**config.mk**
```make
export PLATFORM = sky130hd
export DESIGN_NAME = msfr_top
export DESIGN_NICKNAME = d
export VERILOG_FILES = /design/src/msfr_pkg.sv /design/src/msfr_disp_ram.sv /design/src/msfr_top.sv
export SDC_FILE = /design/constraint.sdc
export NUM_CORES = 1
export LEC_CHECK = 0
export BUFFER_PORTS_ARGS = -buffer_cell sky130_fd_sc_hd__buf_4
export CAP_MARGIN = 5
export CORE_UTILIZATION = 55
export DETAILED_ROUTE_END_ITERATION = 10
export PLACE_DENSITY_LB_ADDON = 0.08
export SLEW_MARGIN = 20
export SYNTH_ARGS = -nofsm -noshare
export SYNTH_HDL_FRONTEND = slang
export SYNTH_SLANG_ARGS = --single-unit
```
**constraint.sdc**
```tcl
create_clock -name CLOCK -period 2.7 [get_ports CLOCK]
set_input_delay 0.135 -clock CLOCK [delete_from_list [all_inputs] [get_ports CLOCK]]
set_output_delay 0.135 -clock CLOCK [all_outputs]
set_load 0.03 [all_outputs]
```
**src/msfr_pkg.sv**
```systemverilog
// Constants shared by the special function register block
// Summary of operation
// Two page bits pick one 1K program page
// Program counter loads copy page bits high
// Returns restore stack address, page bits kept
// Time-out set by sleep, clear, power up
// Power-down set by power up, clear; sleep clears
// Events give fixed time-out/power-down pairs
// Zero, aux carry, carry in bits 2..0
// Top two pointer bits pick RAM bank
// Low six bits give indirect address
// Port 5 data in bits 7..4
// Port 5 bit 0 picks control page
// Ports 6..8 hold full 8-bit data
// Bias bit picks half or third bias
// Duty field: 2, 3, else 4 commons
// Display off holds outputs at ground
// Waveform bit picks A or B type
// Frame divisor from rate and duty table
// Segment address five bits, upper read zero
// Data buffer moves four common bits
// Enable bits start timers and counters
// Software writes zero to spare enable bits
// Address 0 redirects through the pointer
// Data buffer reads/writes display RAM
package msfr_pkg;
  // Register indexes; byte address is four times these
  localparam logic [5:0] IDX_INDIRECT   = 6'h00;
  localparam logic [5:0] IDX_STATUS     = 6'h03;
  localparam logic [5:0] IDX_BANK_PTR   = 6'h04;
  localparam logic [5:0] IDX_PORT5      = 6'h05;
  localparam logic [5:0] IDX_PORT6      = 6'h06;
  localparam logic [5:0] IDX_PORT7      = 6'h07;
  localparam logic [5:0] IDX_PORT8      = 6'h08;
  localparam logic [5:0] IDX_DISP_CTRL  = 6'h09;
  localparam logic [5:0] IDX_SEG_ADDR   = 6'h0a;
  localparam logic [5:0] IDX_SEG_DATA   = 6'h0b;
  localparam logic [5:0] IDX_CNT_EN     = 6'h0c;
  // Status fields
  localparam int ST_PAGE_LO = 5;
  localparam int ST_TIMEOUT = 4;
  localparam int ST_PWRDOWN = 3;
  localparam int ST_ZERO    = 2;
  localparam int ST_AUXC    = 1;
  localparam int ST_CARRY   = 0;
  // Display control fields
  localparam int DC_BIAS    = 7;
  localparam int DC_DUTY_LO = 5;
  localparam int DC_ON      = 4;
  localparam int DC_WAVE    = 2;
  localparam int DC_RATE_LO = 0;
  // Reset values
  localparam logic [7:0] RST_STATUS = 8'h18;
  localparam logic [7:0] RST_ZERO8  = 8'h00;
  localparam logic [11:0] RST_PC    = 12'h000;
  // Frame divisors, entry = rate * 3 + duty code
  localparam logic [11:0][8:0] FRAME_DIV_TAB = {
    9'h074, 9'h09c, 9'h0e8, 9'h098, 9'h0cc, 9'h130,
    9'h08c, 9'h0bc, 9'h118, 9'h080, 9'h0ac, 9'h100};
  // Program page geometry
  localparam int PAGE_LSB = 10;
endpackage

```
**src/msfr_disp_ram.sv**
```systemverilog
// Display RAM: one nibble of common data per segment
`timescale 1ns/1ps
`default_nettype none
module msfr_disp_ram #(
  parameter int DEPTH = 32,
  parameter int AW    = 5,
  parameter int DW    = 4
) (
  // Clock and reset
  input  wire logic          clk,
  input  wire logic          rst,
  // Bus side port
  input  wire logic          wr_en,
  input  wire logic [AW-1:0] bus_addr,
  input  wire logic [DW-1:0] wr_data,
  output logic      [DW-1:0] bus_data,
  // Panel driver port
  input  wire logic [AW-1:0] drv_addr,
  output logic      [DW-1:0] drv_data
);
  logic [DW-1:0] mem_ff [DEPTH];

  // Flop storage, cleared so a fresh panel shows blank
  always_ff @(posedge clk) begin
    for (int i = 0; i < DEPTH; i++) begin
      if (rst) begin
        mem_ff[i] <= '0;
      end else if (wr_en && bus_addr == AW'(i)) begin
        mem_ff[i] <= wr_data;
      end
    end
  end

  // Both reads are plain index selects
  assign bus_data = mem_ff[bus_addr];
  assign drv_data = mem_ff[drv_addr];
endmodule
`default_nettype wire

```
**src/msfr_top.sv**
```systemverilog
// Special function registers behind an AHB-Lite slave
//
// Implementation choice: the AHB-Lite register port.
`timescale 1ns/1ps
`default_nettype none
module msfr_top #(
  parameter int SEGS = 32
) (
  // Clock and reset
  input  wire logic        CLOCK,
  input  wire logic        RST,
  // AHB-Lite slave
  input  wire logic        HSEL,
  input  wire logic [31:0] HADDR,
  input  wire logic [1:0]  HTRANS,
  input  wire logic        HWRITE,
  input  wire logic [2:0]  HSIZE,
  input  wire logic [31:0] HWDATA,
  input  wire logic        HREADY,
  output logic      [31:0] HRDATA,
  output logic             HREADYOUT,
  output logic             HRESP,
  // Core events and flags
  input  wire logic        SLEEPING,
  input  wire logic        EV_SLEEP,
  input  wire logic        EV_WDT_CLEAR,
  input  wire logic        EV_WDT_TIMEOUT,
  input  wire logic        EV_PIN_WAKE,
  input  wire logic        FLAG_WE,
  input  wire logic [2:0]  FLAG_IN,
  // Program counter
  input  wire logic        PC_LOAD,
  input  wire logic [9:0]  PC_TARGET,
  input  wire logic        PC_RETURN,
  input  wire logic [11:0] STACK_ADDR,
  output logic      [11:0] PC_OUT,
  // Banking and control page
  output logic      [5:0]  INDIRECT_ADDR,
  output logic      [1:0]  BANK_SEL,
  output logic             CONTROL_PAGE,
  // Port pins, direction bit high means input
  input  wire logic [3:0]  P5_DIR,
  input  wire logic [3:0]  P5_IN,
  output logic      [3:0]  P5_OUT,
  output logic      [3:0]  P5_OE,
  input  wire logic [7:0]  P6_DIR,
  input  wire logic [7:0]  P6_IN,
  output logic      [7:0]  P6_OUT,
  output logic      [7:0]  P6_OE,
  input  wire logic [7:0]  P7_DIR,
  input  wire logic [7:0]  P7_IN,
  output logic      [7:0]  P7_OUT,
  output logic      [7:0]  P7_OE,
  input  wire logic [7:0]  P8_DIR,
  input  wire logic [7:0]  P8_IN,
  output logic      [7:0]  P8_OUT,
  output logic      [7:0]  P8_OE,
  // Display driver settings
  output logic             BIAS_THIRD,
  output logic      [2:0]  DUTY_COUNT,
  output logic             DISPLAY_ON,
  output logic             WAVE_B,
  output logic      [8:0]  FRAME_DIV,
  input  wire logic [4:0]  DRV_ADDR,
  output logic      [3:0]  DRV_DATA,
  // Timer and counter enables
  output logic             LPWT_EN,
  output logic             HPWT_EN,
  output logic             CNT2_EN,
  output logic             CNT1_EN
);
  logic [7:0]  status_ff, bank_ff, p5_ff, p6_ff, p7_ff, p8_ff;
  logic [7:0]  dctrl_ff, cnt_ff, nxt_status;
  logic [4:0]  seg_addr_ff;
  logic [11:0] pc_ff;
  logic [27:0] pin_meta_ff, pin_sync_ff;
  logic [5:0]  idx_ff;
  logic        wr_pend_ff, rd_pend_ff, bad_ff;
  logic [31:0] hrdata_ff;

  // Address phase decode
  wire        take    = HSEL & HTRANS[1] & HREADY;
  wire        bad_adr = |HADDR[31:8] | |HADDR[1:0];
  // Address 0 has no storage; go through the pointer
  wire [5:0]  eff_idx = (idx_ff == msfr_pkg::IDX_INDIRECT) ?
                        bank_ff[5:0] : idx_ff;
  wire        wr_go   = wr_pend_ff & ~bad_ff;
  wire [7:0]  wd      = HWDATA[7:0];
  wire        wr_st   = wr_go & (eff_idx == msfr_pkg::IDX_STATUS);
  wire        wr_bk   = wr_go & (eff_idx == msfr_pkg::IDX_BANK_PTR);
  wire        wr_p5   = wr_go & (eff_idx == msfr_pkg::IDX_PORT5);
  wire        wr_p6   = wr_go & (eff_idx == msfr_pkg::IDX_PORT6);
  wire        wr_p7   = wr_go & (eff_idx == msfr_pkg::IDX_PORT7);
  wire        wr_p8   = wr_go & (eff_idx == msfr_pkg::IDX_PORT8);
  wire        wr_dc   = wr_go & (eff_idx == msfr_pkg::IDX_DISP_CTRL);
  wire        wr_sa   = wr_go & (eff_idx == msfr_pkg::IDX_SEG_ADDR);
  wire        wr_sd   = wr_go & (eff_idx == msfr_pkg::IDX_SEG_DATA);
  wire        wr_ce   = wr_go & (eff_idx == msfr_pkg::IDX_CNT_EN);
  wire [3:0]  ram_bus;
  wire [3:0]  ram_drv;

  // Bus transfer tracking; reads take one wait state
  always_ff @(posedge CLOCK) begin
    if (RST) begin
      wr_pend_ff <= 1'b0;
      rd_pend_ff <= 1'b0;
      idx_ff     <= 6'h00;
      bad_ff     <= 1'b0;
    end else begin
      wr_pend_ff <= take & HWRITE;
      rd_pend_ff <= take & ~HWRITE;
      if (take) begin
        idx_ff <= HADDR[7:2];
        bad_ff <= bad_adr;
      end
    end
  end

  // Pins come from outside: two flops before use
  always_ff @(posedge CLOCK) begin
    if (RST) begin
      pin_meta_ff <= '0;
      pin_sync_ff <= '0;
    end else begin
      pin_meta_ff <= {P8_IN, P7_IN, P6_IN, P5_IN};
      pin_sync_ff <= pin_meta_ff;
    end
  end

  // Input bits read the pin, output bits the latch
  wire [3:0] p5_rd = (P5_DIR & pin_sync_ff[3:0]) |
                     (~P5_DIR & p5_ff[7:4]);
  wire [7:0] p6_rd = (P6_DIR & pin_sync_ff[11:4]) |
                     (~P6_DIR & p6_ff);
  wire [7:0] p7_rd = (P7_DIR & pin_sync_ff[19:12]) |
                     (~P7_DIR & p7_ff);
  wire [7:0] p8_rd = (P8_DIR & pin_sync_ff[27:20]) |
                     (~P8_DIR & p8_ff);

  // Read mux; unused and reserved bits read zero
  logic [7:0] rmux;
  always_comb begin
    rmux = 8'h00;
    if (!bad_ff) begin
      case (eff_idx)
        msfr_pkg::IDX_STATUS:    rmux = status_ff;
        msfr_pkg::IDX_BANK_PTR:  rmux = bank_ff;
        msfr_pkg::IDX_PORT5:     rmux = {p5_rd, 3'h0, p5_ff[0]};
        msfr_pkg::IDX_PORT6:     rmux = p6_rd;
        msfr_pkg::IDX_PORT7:     rmux = p7_rd;
        msfr_pkg::IDX_PORT8:     rmux = p8_rd;
        msfr_pkg::IDX_DISP_CTRL: rmux = dctrl_ff;
        msfr_pkg::IDX_SEG_ADDR:  rmux = {3'h0, seg_addr_ff};
        msfr_pkg::IDX_SEG_DATA:  rmux = {4'h0, ram_bus};
        msfr_pkg::IDX_CNT_EN:    rmux = cnt_ff;
        default:                 rmux = 8'h00;
      endcase
    end
  end

  // Read data is captured in the wait cycle
  always_ff @(posedge CLOCK) begin
    if (RST) begin
      hrdata_ff <= 32'h0000_0000;
    end else if (rd_pend_ff) begin
      hrdata_ff <= {24'h00_0000, rmux};
    end
  end

  assign HRDATA    = hrdata_ff;
  assign HREADYOUT = ~rd_pend_ff;
  assign HRESP     = 1'b0;

  // Status next value: bus write, then core flags, then events
  always_comb begin
    nxt_status = status_ff;
    nxt_status[7] = 1'b0;
    if (wr_st) begin
      nxt_status[6:5] = wd[6:5];
      nxt_status[2:0] = wd[2:0];
    end
    // Core flag update beats a software write
    if (FLAG_WE) begin
      nxt_status[2:0] = FLAG_IN;
    end
    if (EV_PIN_WAKE) begin
      nxt_status[4:3] = 2'b10;
    end
    if (EV_SLEEP) begin
      nxt_status[4:3] = 2'b10;
    end
    if (EV_WDT_CLEAR) begin
      nxt_status[4:3] = 2'b11;
    end
    // Timeout outside sleep sets power-down high
    if (EV_WDT_TIMEOUT) begin
      nxt_status[4:3] = {1'b0, ~SLEEPING};
    end
  end

  // Status register; reset is power up: T and P both high
  always_ff @(posedge CLOCK) begin
    if (RST) begin
      status_ff <= msfr_pkg::RST_STATUS;
    end else begin
      status_ff <= nxt_status;
    end
  end

  wire [1:0] page = status_ff[msfr_pkg::ST_PAGE_LO +: 2];

  // Program counter: loads take the page, returns keep it
  always_ff @(posedge CLOCK) begin
    if (RST) begin
      pc_ff <= msfr_pkg::RST_PC;
    end else if (PC_RETURN) begin
      pc_ff <= STACK_ADDR;
    end else if (PC_LOAD) begin
      pc_ff <= {page, PC_TARGET};
    end
  end

  assign PC_OUT = pc_ff;

  // Plain storage registers
  always_ff @(posedge CLOCK) begin
    if (RST) begin
      bank_ff     <= msfr_pkg::RST_ZERO8;
      p5_ff       <= msfr_pkg::RST_ZERO8;
      p6_ff       <= msfr_pkg::RST_ZERO8;
      p7_ff       <= msfr_pkg::RST_ZERO8;
      p8_ff       <= msfr_pkg::RST_ZERO8;
      dctrl_ff    <= msfr_pkg::RST_ZERO8;
      seg_addr_ff <= 5'h00;
      cnt_ff      <= msfr_pkg::RST_ZERO8;
    end else begin
      if (wr_bk) bank_ff <= wd;
      if (wr_p5) p5_ff <= {wd[7:4], 3'h0, wd[0]};
      if (wr_p6) p6_ff <= wd;
      if (wr_p7) p7_ff <= wd;
      if (wr_p8) p8_ff <= wd;
      if (wr_dc) dctrl_ff <= {wd[7:4], 1'b0, wd[2:0]};
      if (wr_sa) seg_addr_ff <= wd[4:0];
      // Spare bits are dropped; software keeps them zero
      if (wr_ce) cnt_ff <= {4'h0, wd[3:0]};
    end
  end

  // Banking and page outputs
  assign INDIRECT_ADDR = bank_ff[5:0];
  assign BANK_SEL      = bank_ff[7:6];
  assign CONTROL_PAGE  = p5_ff[0];

  // Port drivers; a direction bit of one releases the pin
  assign P5_OUT = p5_ff[7:4];
  assign P5_OE  = ~P5_DIR;
  assign P6_OUT = p6_ff;
  assign P6_OE  = ~P6_DIR;
  assign P7_OUT = p7_ff;
  assign P7_OE  = ~P7_DIR;
  assign P8_OUT = p8_ff;
  assign P8_OE  = ~P8_DIR;

  // Display settings decode
  wire [1:0] duty = dctrl_ff[msfr_pkg::DC_DUTY_LO +: 2];
  wire [1:0] rate = dctrl_ff[msfr_pkg::DC_RATE_LO +: 2];
  wire [1:0] dcode = duty[1] ? 2'd2 : {1'b0, duty[0]};
  wire [3:0] tab_i = 4'({rate, 1'b0}) + 4'(rate) + 4'(dcode);

  assign BIAS_THIRD = dctrl_ff[msfr_pkg::DC_BIAS];
  assign DUTY_COUNT = 3'(dcode) + 3'd2;
  assign DISPLAY_ON = dctrl_ff[msfr_pkg::DC_ON];
  assign WAVE_B     = dctrl_ff[msfr_pkg::DC_WAVE];
  assign FRAME_DIV  = msfr_pkg::FRAME_DIV_TAB[tab_i];
  // Panel sees ground while the display is off
  assign DRV_DATA   = DISPLAY_ON ? ram_drv : 4'h0;

  // Counter enables
  assign LPWT_EN = cnt_ff[3];
  assign HPWT_EN = cnt_ff[2];
  assign CNT2_EN = cnt_ff[1];
  assign CNT1_EN = cnt_ff[0];

  // Display RAM, written through the data buffer
  msfr_disp_ram #(
    .DEPTH (SEGS),
    .AW    (5),
    .DW    (4)
  ) u_ram (
    .clk      (CLOCK),
    .rst      (RST),
    .wr_en    (wr_sd),
    .bus_addr (seg_addr_ff),
    .wr_data  (wd[3:0]),
    .bus_data (ram_bus),
    .drv_addr (DRV_ADDR),
    .drv_data (ram_drv)
  );

  // Checks
  wire ev_only_sleep = EV_SLEEP & ~EV_WDT_CLEAR & ~EV_WDT_TIMEOUT;

  property p_pc_page;
    @(posedge CLOCK) disable iff (RST)
      PC_LOAD && !PC_RETURN |=>
        PC_OUT == {$past(page), $past(PC_TARGET)};
  endproperty
  a_pc_page: assert property (p_pc_page)
    else $error("page bits not copied into pc");

  property p_return;
    @(posedge CLOCK) disable iff (RST)
      PC_RETURN && !wr_st |=>
        PC_OUT == $past(STACK_ADDR) && $stable(page);
  endproperty
  a_return: assert property (p_return)
    else $error("return changed page or lost address");

  property p_sleep;
    @(posedge CLOCK) disable iff (RST)
      ev_only_sleep |=> status_ff[4:3] == 2'b10;
  endproperty
  a_sleep: assert property (p_sleep)
    else $error("sleep did not give T=1 P=0");

  property p_wdt;
    @(posedge CLOCK) disable iff (RST)
      EV_WDT_TIMEOUT |=>
        status_ff[4:3] == {1'b0, !$past(SLEEPING)};
  endproperty
  a_wdt: assert property (p_wdt)
    else $error("watchdog timeout gave wrong T P");

  property p_clear;
    @(posedge CLOCK) disable iff (RST)
      EV_WDT_CLEAR && !EV_WDT_TIMEOUT |=> status_ff[4:3] == 2'b11;
  endproperty
  a_clear: assert property (p_clear)
    else $error("watchdog clear did not set T and P");

  property p_blank;
    @(posedge CLOCK) disable iff (RST)
      !DISPLAY_ON |-> DRV_DATA == 4'h0;
  endproperty
  a_blank: assert property (p_blank)
    else $error("panel driven while display off");

  property p_duty;
    @(posedge CLOCK) disable iff (RST)
      duty[1] |-> DUTY_COUNT == 3'd4;
  endproperty
  a_duty: assert property (p_duty)
    else $error("upper duty bit not four commons");

  property p_frame;
    @(posedge CLOCK) disable iff (RST)
      rate == 2'b11 && duty == 2'b01 |-> FRAME_DIV == 9'd156;
  endproperty
  a_frame: assert property (p_frame)
    else $error("wrong frame divisor");

  property p_ptr;
    @(posedge CLOCK) disable iff (RST)
      wr_bk |=> INDIRECT_ADDR == $past(wd[5:0]) &&
                BANK_SEL == $past(wd[7:6]);
  endproperty
  a_ptr: assert property (p_ptr)
    else $error("pointer write not seen");

  property p_cnt;
    @(posedge CLOCK) disable iff (RST)
      wr_ce |=> CNT1_EN == $past(wd[0]) && LPWT_EN == $past(wd[3]);
  endproperty
  a_cnt: assert property (p_cnt)
    else $error("counter enable write not seen");

  property p_rd_wait;
    @(posedge CLOCK) disable iff (RST)
      take && !HWRITE |=> !HREADYOUT ##1 HREADYOUT;
  endproperty
  a_rd_wait: assert property (p_rd_wait)
    else $error("read wait state wrong");

  c_read: cover property (@(posedge CLOCK) rd_pend_ff && !bad_ff);
  c_indir: cover property (@(posedge CLOCK) wr_go && idx_ff == 6'h00);
  c_ret: cover property (@(posedge CLOCK) PC_RETURN);
  c_seg: cover property (@(posedge CLOCK) wr_sd && DISPLAY_ON);
endmodule
`default_nettype wire

```
==> results of run 1 <==
[worst reg2reg max path, stage by stage (launching register included)]
cell and delay [ns]:
dfxtp_1 0.35, or4_4 0.65, o22ai_2 0.21, and3_1 0.40
and2_1 0.50, mux2i_1 0.25, nor2_1 0.06
[area by class of cell]
type | count | area, um2
multi-input combinational | 802 | 6080
fill | 1715 | 6510
timing repair buffer | 405 | 3290
clock inverter | 14 | 150
tap | 324 | 405
clock buffer | 40 | 811
inverter | 39 | 146
sequential | 278 | 6850
[through the flow]
step | hold WS [ns] | setup slack [ns] | instances | total power, W | instance area (um2)
floorplan | 0.212 | 0.0265 | 1231 | 0.00515 | 13600
CTS | 0.00896 | -0.0977 | 1902 | 0.00959 | 17700
detailed placement | 0.310 | 0.0703 | 1766 | 0.00552 | 15900
global placement | 0.308 | 0.158 | 1766 | 0.00550 | 15900
global route | 0.0864 | -0.198 | 1902 | 0.00983 | 17700
finish | 0.0576 | -0.103 | 1902 | 0.00958 | 17700
[sequential cells by signal, summed over array words and instances, names as in the netlist, 5 cells and up, named ones only]
register,flops
status_ff,7
PC_OUT,12
P6_OUT,8
seg_addr_ff,5
pin_meta_ff,28
idx_ff,6
HRDATA,8
p5_ff,5
bank_ff,8
P8_OUT,8
P7_OUT,8
u_ram.mem_ff,128
pin_sync_ff,28
dctrl_ff,7
[kinds of logic (layout without fill, tap and decap cells)]
group	Yosys count	in the layout	synth area share, %
simple gates	444	444	16.3
other cells	1	27	0.0277
mux	170	170	19.4
fa+ha+maj	10	10	1.03
flops	278	278	50.6
compound gates	151	151	6.96
buf+inv	151	498	5.68
[metal layers]
layer  vias up  wire length [um]
met4         0              1380
met2       508             20500
met1      5274             14600
met3        92              3060
met5         -                 0
li1       4984                 -
[cells in the final DEF, fill, tap and decap left out, drive strengths merged, types with 4 or more instances in the layout]
| cell type | count |
|---|---|
| nand2b | 4 |
| a2bb2oi | 4 |
| dlygate4sd3 | 79 |
| nand2 | 66 |
| o31ai | 4 |
| nand4 | 4 |
| clkbuf | 40 |
| nor3b | 4 |
| conb | 27 |
| mux4 | 72 |
| a22oi | 5 |
| mux2i | 80 |
| a21oi | 44 |
| a31oi | 7 |
| ha | 8 |
| nor2 | 217 |
| nor4 | 11 |
| a222oi | 4 |
| and3 | 8 |
| nand3 | 32 |
| o21ai | 52 |
| a221oi | 10 |
| clkinv | 7 |
| buf | 326 |
| or3b | 5 |
| nor3 | 9 |
| dfxtp | 150 |
| edfxtp | 128 |
| mux2 | 18 |
| inv | 42 |
| nor2b | 71 |
[repair_timing]
item / in CTS / in global routing
buffers inserted: 3 / 0
hold buffers: 79 / 0
resized for setup: 7 / 16
setup endpoints to repair: 6 / 30
endpoints found under the hold margin: 112 / 0
pin swaps: 5 / 4
[power by group through the flow]
| stage | combinational, W | clock, W | sequential [W] |
|---|---|---|---|
| 2_1_floorplan | 0.000484 | 0 | 0.00467 |
| 3_3_place_gp | 0.000839 | 0 | 0.00466 |
| 3_5_place_dp | 0.000852 | 0 | 0.00467 |
| 4_1_cts | 0.000952 | 0.00405 | 0.00458 |
| 5_1_grt | 0.00102 | 0.00422 | 0.00459 |
| 6_report | 0.000968 | 0.00403 | 0.00458 |
[worst max-delay path by stage]
stage | startpoint | to | slack (ns) | cells past startpoint
after floorplan | dctrl_ff[6] | FRAME_DIV[8] | 0.03 | 6
after global placement | idx_ff[5] | u_ram.mem_ff[29][0] | 0.16 | 6
after detailed placement | idx_ff[5] | u_ram.mem_ff[28][0] | 0.07 | 6
after CTS | dctrl_ff[1] | FRAME_DIV[8] | -0.1 | 7
after global routing | dctrl_ff[1] | FRAME_DIV[8] | -0.20 | 7
final | dctrl_ff[1] | FRAME_DIV[8] | -0.10 | 7
==> run metrics, run 1 <==
nets=approximately 1700; sink of the worst hold path=PC_OUT[10]; critical path class=register to primary output; Mapped Cells=1205; met2 usage=56.7%; Relative slew margins=39.0%; count leader, synth=nor2_1; Setup crit start kind=register; RePlAce Congestion=0.893; RSZ-0062 raised after global routing=true; PnR worst setup slack=-0.103 ns; Critical Path Fanout Max=7; Reg2Reg Depth=6; Clock Sinks=278; CTS buffer count=29; R2R Setup Slk=0.15 ns; largest net degree at the start of global routing=127; # diodes=0; Via Count=10900; warning count from the yosys run=0; GRT Util Overall=31.2%; part of the power in the clock network=42.0%; DRC=0; slowest CP cell=fa_2; Post-synth ARST share=0%; LEAKAGE=approximately 6.9 nW; DP HPWL=about 28000 um; number of synthesized register bits=about 280; clk_lat worst skew=0.55 ns; Avg Inst Size Synth=11.2 um2; cell taking the most area after synthesis=edfxtp_1; WP buf/inv=1; final hold vios=0; status=complete, but fails checks; synth top area cells=edfxtp_1 28%, dfxtp_1 22%, mux4_2 12%; GR Overflow Total=0; R2R Path End=dctrl_ff[5]; first drt pass iteration count=8; I/O Pins=302; antenna violations before repair=0; number of flops mapped to enable cells by yosys=128; Worst-path clk slew=0.06 ns; crit path DAT=2.67 ns; Fmax achieved=0.357 GHz; Root Buffer=clkbuf_16; failing checks=negative setup slack; die area=0.0253 mm2; Final ANT Viol Nets=0; total negative slack=-0.461 ns; hold_sp=PC_RETURN; M3 GR Usage=5.67%; Layout area overhead=31.0%; CTS max path bufs=3; fin util=about three quarters; synth cell count leaders=184 x nor2_1, 150 x dfxtp_1, 128 x edfxtp_1; crit path capture type=primary output; Finish-stage setup viols=6; Logic pwr share=between 10% and 20%; Core ar.=0.0242 mm2; Cell Area, Synth=~0.014 mm2; critical path's largest stage delay=slightly below 0.7 ns; CTS tree=yes; post-synthesis sequential area ratio=about half; Total Wirelength=39600 um; share of layout cells above drive strength 1=33.0%; Min-Delay Path Class=input pin to register; number of port buffers=246; Int Pwr=0.00739 W; Max IR drop VDD=0.413 mV; chip width=159 um; post-DR vias/cell=5.71; sequential power share=between 40% and 50%; max-cap viol count=0; sw power=between 0.002 and 0.0025 W; Row Count=57; worst-path cell chain=fa_1 > ha_2 > fa_2 > nand2_2 > o21ai_2 > nor2b_4 > buf_6; switching share of power=22.8%; post-route clock period utilization=104%; R2R Path Start=idx_ff[5]; required time worst endpoint=2.57 ns; Netlist cell types=64; Worst-Margin Slew=roughly 0.91 ns; Tmin final=around 2.8 ns; fin. max-slew vios=0; first-pass GRT wire length=60900 um; Initial DRC Count=between 1000 and 1500; H-tree levels=1; Yosys top cell area share=28.4%; Setup Skew=0.0179 ns; Main synth FF type=dfxtp_1; grt peak-use layer=met2; Global Route met1 Usage=37.1%; wire length per cell=20.8 um; Initial Util=around 56%; Top delay family on crit path=adder cells; Hold Path Cell Cnt=3; cell area power density=between 500 and 600 mW/mm2; DIE HEIGHT=159 um; vias in the first global route=10800
No activity file was read; power rests on OpenSTA's default activity.
==> inputs of run 2 (changes only) <==
- ABC_AREA: unset -> 1
==> run 2 against run 1 <==
The flow still finishes with violations (negative setup slack). Sequential power barely moved. Via count up 28%. Global-route usage rose by 3.0 points. Critical path depth up 1. Die area is 5.0% higher. First-iteration DRC count grew 12%. Clock skew decreased by 0.00067 ns. Final cell count rose by 31%. Routed wire length is 16% higher. Clock power down 3%. Critical endpoint is now FRAME_DIV[4]. Largest cell class unchanged. Largest power group unchanged.
==> run metrics, run 2 <==
critical path's largest stage delay=0.58 ns (-0.10 ns); Row Count=58 (+1.8%); warning count from the yosys run=0 (unchanged); GR Overflow Total=0 (unchanged); Finish-stage setup viols=6 (unchanged); Synth Area in XOR/XNOR=0% (unchanged); most frequent cells in the layout=287 x buf_4, 277 x nor2_1, 258 x nand2_1; Total Wirelength=46100 um (+16%); LEAKAGE=7.83 nW (+14%); nets=2324 (+34%); WP buf/inv=2 (+1); Worst-Margin Slew=0.877 ns (-0.0319 ns); Via Count=13900 (+28%); DIE HEIGHT=163 um (+2.5%); Clock Sinks=278 (unchanged); max-cap viol count=0 (unchanged); Netlist cell types=41 (-36%); H-tree levels=1 (unchanged); count leader, synth=nor2_1; failing checks=negative setup slack; first drt pass iteration count=6 (-2); Yosys top cell area share=27.0% (-1.4 points); CTS buffer count=29 (unchanged); antenna violations before repair=0 (unchanged); Critical Path Fanout Max=4 (-3); Fmax achieved=0.350 GHz (-1.9%); post-route clock period utilization=106% (+2.1 points); R2R Path Start=idx_ff[1]; crit path capture type=primary output; share of layout cells above drive strength 1=18.9% (-14 points); Relative slew margins=41.6% (+2.6 points); largest net degree at the start of global routing=79 (-38%); post-DR vias/cell=5.55 (-2.7%); sink of the worst hold path=PC_OUT[10]; Max IR drop VDD=0.478 mV (+16%); total negative slack=-0.572 ns (-0.111 ns); worst-path cell chain=fa_1 > ha_2 > fa_2 > inv_4 > nor2_1 > nand2_1 > o221ai_1 > buf_4; met2 wire len=23500 um (+14%); Int Pwr=0.00723 W (-2.2%); PnR Total Power=0.00961 W (+0.38%); commonest non-fill, non-tap cell in the layout=buf_4; crit path DAT=2.72 ns (+0.05 ns); clk_lat worst skew=0.56 ns (about the same); I/O Pins=302 (unchanged); proportion of synthesized area in mux cells=0.0703% (-19 points); number of flops mapped to enable cells by yosys=128 (unchanged); R2R Path End=u_ram.mem_ff[29][2]; Root Buffer=clkbuf_16; Post-synth ARST share=0% (unchanged); required time worst endpoint=2.57 ns (about the same); Top delay family on crit path=adder cells; Core ar.=0.0253 mm2 (+4.1%); die area=0.0265 mm2 (+5.0%); post-synthesis sequential area ratio=48.1% (-2.5 points); Final ANT Viol Nets=0 (unchanged); wire length per cell=18.5 um (-11%); DRC=0 (unchanged); RePlAce Congestion=0.940 (+5.2%); Hold Path Cell Cnt=5 (+2); fin. max-slew vios=0 (unchanged); cell taking the most area after synthesis=edfxtp_1; Finished Cell Area=0.0181 mm2 (+2.2%); RSZ-0062 raised after global routing=true; cell area power density=531 mW/mm2 (-1.7%); synth cell count leaders=280 x nor2_1, 258 x nand2_1, 233 x inv_1; synth top area cells=edfxtp_1 27%, dfxtp_1 21%, nor2_1 7.4%; Min-Delay Path Class=input pin to register; GRT Util Overall=34.2% (+3.0 points); placed instance count=2359 (+34%); Reg2Reg Depth=11 (+5); final hold vios=0 (unchanged); Layout area overhead=27.3%; wl on met1=17200 um (+17%); Worst-path clk slew=0.06 ns (about the same); hold_sp=PC_RETURN; Avg Inst Size Synth=7.71 um2 (-31%); CTS tree=yes; Mapped Cells=1845 (+53%); Initial Util=56.4% (+0.52 points); Setup Skew=0.0172 ns (-0.000666 ns); sequential power share=47.7% (-0.2 points); Cell Area, Placed=0.0163 mm2 (+2.4%); slowest CP cell=fa_2; DP HPWL=31300 um (+14%); largest family of logic cells by synthesized area=simple AND/OR/NAND/NOR gates; number of flip-flops in the largest register=128 (unchanged); Cell Area, Synth=0.0142 mm2 (+5.1%); top layer used by detailed routing=met4; Setup crit start kind=register; met3 WL post-DR=3410 um (+11%); Adder-Cell Fraction of Synth Area=0.985% (-0.050 points); Main synth FF type=dfxtp_1; CTS max path bufs=3 (unchanged); Initial DRC Count=1221 (+12%); top flop regs=u_ram.mem_ff x128, pin_meta_ff x28, pin_sync_ff x28; chip width=163 um (+2.5%); switching share of power=24.8% (+2.0 points); first-pass GRT wire length=70200 um (+15%); Synth Area in Simple Gates=24.8% (+8.4 points); Tmin final=2.86 ns (+0.0556 ns); number of synthesized register bits=278 (unchanged); Top reg by flops=u_ram.mem_ff; sw power=0.00239 W (+9.0%); CP Depth=8 (+1); part of the power in the clock network=40.8% (-1.2 points); pre-CTS setup slack=0.138 ns (+0.0679 ns); vias in the first global route=13200 (+22%); critical path class=register to primary output; post-route insts no fill=2498 (+31%); number of port buffers=246 (unchanged); PnR worst setup slack=-0.159 ns (-0.0556 ns); R2R Setup Slk=0.19 ns (+0.04 ns); post-synthesis compound-gate area fraction=15.2% (+8.3 points); # diodes=0 (unchanged); Logic pwr share=11.5% (+1.4 points); status=complete, but fails checks
run 2: cell families (layout without fill, tap and decap cells):
| logic type | after synthesis | in the layout |
|---|---|---|
| simple gates | 780 | 780 |
| flops | 278 | 278 |
| fa+ha+maj | 10 | 10 |
| other cells | 1 | 27 |
| buf+inv | 369 | 666 |
| compound gates | 406 | 406 |
| mux | 1 | 1 |
run 2: power groups by stage:
| stage | clock [W] | sequential, W | combinational, W |
|---|---|---|---|
| final | 0.00392 | 0.00458 | 0.00111 |
| after global routing | 0.00414 | 0.00459 | 0.00119 |
| after CTS | 0.00394 | 0.00458 | 0.00108 |
| after detailed placement | 0 | 0.00467 | 0.000972 |
| after global placement | 0 | 0.00467 | 0.000957 |
| after floorplan | 0 | 0.00468 | 0.000565 |
run 2: tightest hold or removal path, cell delays in order:
cell and delay [ns]:
buf_4 0.19, nand2_1 0.08, o21ai_0 0.06, o21ai_0 0.08, inv_1 0.05
run 2: worst max-delay path by stage:
stage                start                  end  slack, ns
2_1_floorplan  dctrl_ff[6]         FRAME_DIV[7]       0.12
3_3_place_gp     idx_ff[5]  u_ram.mem_ff[10][1]       0.26
3_5_place_dp     idx_ff[5]  u_ram.mem_ff[10][3]       0.14
4_1_cts        dctrl_ff[0]         FRAME_DIV[7]      -0.13
5_1_grt        dctrl_ff[0]         FRAME_DIV[5]      -0.21
6_report       dctrl_ff[0]         FRAME_DIV[4]      -0.16
run 2: per-layer routing:
metal / GRT usage (%) / up-vias
met5: 0 / -
met4: 14.4 / 0
met3: 4.94 / 117
met2: 62.4 / 656
met1: 40.0 / 6484
li1: - / 6617
run 2: area by class of cell:
type | count | area (um2)
Clock inverter | 12 | 110
Inverter | 241 | 910
Sequential cell | 278 | 6860
Tap cell | 330 | 413
Multi-Input combinational cell | 1224 | 5980
Timing Repair Buffer | 372 | 3030
Clock buffer | 41 | 816
Fill cell | 1948 | 7140
run 2: stage by stage:
| step | util, % | hold slack (ns) |
|---|---|---|
| final | 71.7 | 0.0787 |
| after global routing | 71.7 | 0.113 |
| after CTS | 71.6 | 0.0385 |
| after detailed placement | 64.5 | 0.313 |
| after global placement | 64.5 | 0.313 |
| after floorplan | - | 0.212 |
run 2: what timing repair did:
action,4_1_cts,5_1_grt
hold endpoints to repair,89,0
setup endpoints to repair,6,25
hold buffers,82,0
resized for setup,12,8
buffers inserted,2,2
gates cloned,0,0
pin swaps,6,3
==> inputs of run 3 (changes only) <==
--- a/config.mk
+++ b/config.mk
@@ -12,2 +12,3 @@
 export DETAILED_ROUTE_END_ITERATION = 10
+export GPL_TIMING_DRIVEN = 0
 export PLACE_DENSITY_LB_ADDON = 0.08
==> constraint.sdc (replaced) <==
create_clock -name CLOCK -period 2.7 [get_ports CLOCK]
set_input_delay 0.27 -clock CLOCK [delete_from_list [all_inputs] [get_ports CLOCK]]
set_output_delay 0.27 -clock CLOCK [all_outputs]
set_load 0.03 [all_outputs]
==> run 3 against run 2 <==
The run still ends with negative setup slack left. Combinational power increased by 4%. Via count increased by 6.5%. Sequential share of layout area decreased by 0.085 points. Hold slack got worse by 0.063 ns. Count of clock-buffer cells in the layout decreased by 4. Fmax decreased by 5.6%. Critical path type unchanged. Critical endpoint is now FRAME_DIV[5].
==> run metrics, run 3 (same netlist as run 2, synthesis figures left out) <==
R2R Setup Slk=0.10 ns (-0.09 ns); share of layout cells above drive strength 1=20.5% (+1.6 points); first drt pass iteration count=6 (unchanged); first-pass GRT wire length=81700 um (+16%); GRT Util Overall=41.3% (+7.1 points); CTS buffer count=28 (-3.4%); Via Count=14800 (+6.5%); cell area power density=541 mW/mm2 (+2.0%); nets=2358 (+1.5%); Setup Skew=0.0318 ns (+0.0146 ns); CTS tree=yes; Clock Sinks=278 (unchanged); critical path class=register to primary output; H-tree levels=1 (unchanged); DRC=0 (unchanged); Critical Path Fanout Max=4 (unchanged); max-cap viol count=0 (unchanged); CTS max path bufs=3 (unchanged); Root Buffer=clkbuf_16; Setup crit start kind=register; PnR worst setup slack=-0.327 ns (-0.168 ns); RePlAce Congestion=0.981 (+4.4%); RSZ-0062 raised after global routing=true; vias in the first global route=14400 (+9.4%); Core ar.=0.0253 mm2 (unchanged); Fmax achieved=0.330 GHz (-5.6%); fin. max-slew vios=0 (unchanged); placed instance count=2444 (+3.6%); crit path DAT=2.76 ns (+0.04 ns); top flop regs=u_ram.mem_ff x128, pin_meta_ff x28, pin_sync_ff x28; wire length per cell=21.8 um (+18%); fin util=71.9% (+0.15 points); pre-CTS setup slack=-0.173 ns (-0.312 ns); crit path capture type=primary output; GR Overflow Total=0 (unchanged); I/O Pins=302 (unchanged); Min-Delay Path Class=input pin to register; Tmin final=3.03 ns (+0.168 ns); DIE HEIGHT=163 um (unchanged); Total Wirelength=55100 um (+20%); Relative slew margins=21.8% (-20 points); Initial Util=56.4% (unchanged); post-route insts no fill=2533 (+1.4%); Final ANT Viol Nets=0 (unchanged); Max IR drop VDD=0.607 mV (+27%); status=complete, but fails checks; antenna violations before repair=1 (+1); failing checks=negative setup slack; Top reg by flops=u_ram.mem_ff; required time worst endpoint=2.43 ns (-0.14 ns); Finish-stage setup viols=6 (unchanged); final hold vios=0 (unchanged); post-route clock period utilization=112% (+6.2 points); number of flip-flops in the largest register=128 (unchanged); chip width=163 um (unchanged); LEAKAGE=7.82 nW (-0.12%); Worst-path clk slew=0.07 ns (about the same); die area=0.0265 mm2 (unchanged); commonest non-fill, non-tap cell in the layout=nor2_1; clk_lat worst skew=0.57 ns (about the same); largest net degree at the start of global routing=16 (-80%); most frequent cells in the layout=275 x nor2_1, 272 x buf_4, 257 x nand2_1; DP HPWL=39200 um (+25%); post-DR vias/cell=5.84 (+5.1%); Worst-Margin Slew=1.17 ns (+0.297 ns); Row Count=58 (unchanged); Layout area overhead=27.6%; Initial DRC Count=1684 (+38%); number of port buffers=243 (-1.2%)
## run 3: cell types whose count changed in the layout (fill, tap and decap cells not counted), sizes merged
cell,before,now
clkbuf,41,114
dlygate4sd3,82,32
buf,290,298
clkinv,8,12
clkinvlp,3,1
diode,0,1
inv,240,241
## run 3: repair_timing
| action | 4_1_cts | 5_1_grt |
|---|---|---|
| hold buffers | 32 | 0 |
| gates cloned | 0 | 0 |
| setup buffers | 3 | 2 |
| gates resized for setup | 47 | 47 |
| pin swaps | 2 | 3 |
| endpoints found under the setup margin | 97 | 143 |
| endpoints found under the hold margin | 33 | 0 |
## run 3: per-layer routing
layer	vias to the layer above	global-route usage, %	part of all wire, %
met2	1012	70.7	48
met4	0	29.4	8.1
met1	6786	46.4	35
met5	-	0	0
met3	299	7.36	9.4
li1	6684	-	-
## run 3: through the flow
step / total power (W) / TNS [ns] / hold slack (ns) / instance area (um2)
6_report: 0.00983 / -1.66 / 0.0158 / 18200
5_1_grt: 0.0100 / -2.04 / 0.0227 / 18200
4_1_cts: 0.00971 / -1.17 / 0.00130 / 18000
3_5_place_dp: 0.00571 / -7.39 / 0.393 / 16600
3_3_place_gp: 0.00569 / -5.66 / 0.390 / 16600
2_1_floorplan: 0.00524 / 0 / 0.347 / 14300
## run 3: worst paths after layout
kind | from | end | depth (start not counted)
setup / recovery | dctrl_ff[6] | FRAME_DIV[5] | 8
hold / removal | HADDR[10] | bad_ff | 3
setup reg to reg | register | HRDATA[0] | 13
hold reg to reg | pin_meta_ff[4] | pin_sync_ff[4] | 2
## run 3: area by class of cell
| cell class | instances | area [um2] |
|---|---|---|
| Clock buffer | 37 | 838 |
| Fill cell | 1898 | 7100 |
| Multi-Input combinational cell | 1224 | 6150 |
| Buffer | 127 | 652 |
| Antenna cell | 1 | 2.50 |
| Sequential cell | 278 | 6860 |
| Clock inverter | 15 | 133 |
| Tap cell | 330 | 413 |
| Timing Repair Buffer | 280 | 2200 |
| Inverter | 241 | 910 |
## run 3: power breakdown
part	switching [W]	total, W	internal (W)
logic	0.000748	0.00115	0.000398
clock network	0.00172	0.00410	0.00238
registers	0.0000687	0.00459	0.00452
## run 3: worst max-delay path, cell delays in order, from the launching register on
cell and delay (ns):
dfxtp_4 0.35, fa_1 0.48, ha_2 0.20, fa_2 0.64
inv_4 0.07, nor2_2 0.10, nand2_2 0.07, o211ai_1 0.09
buf_4 0.20
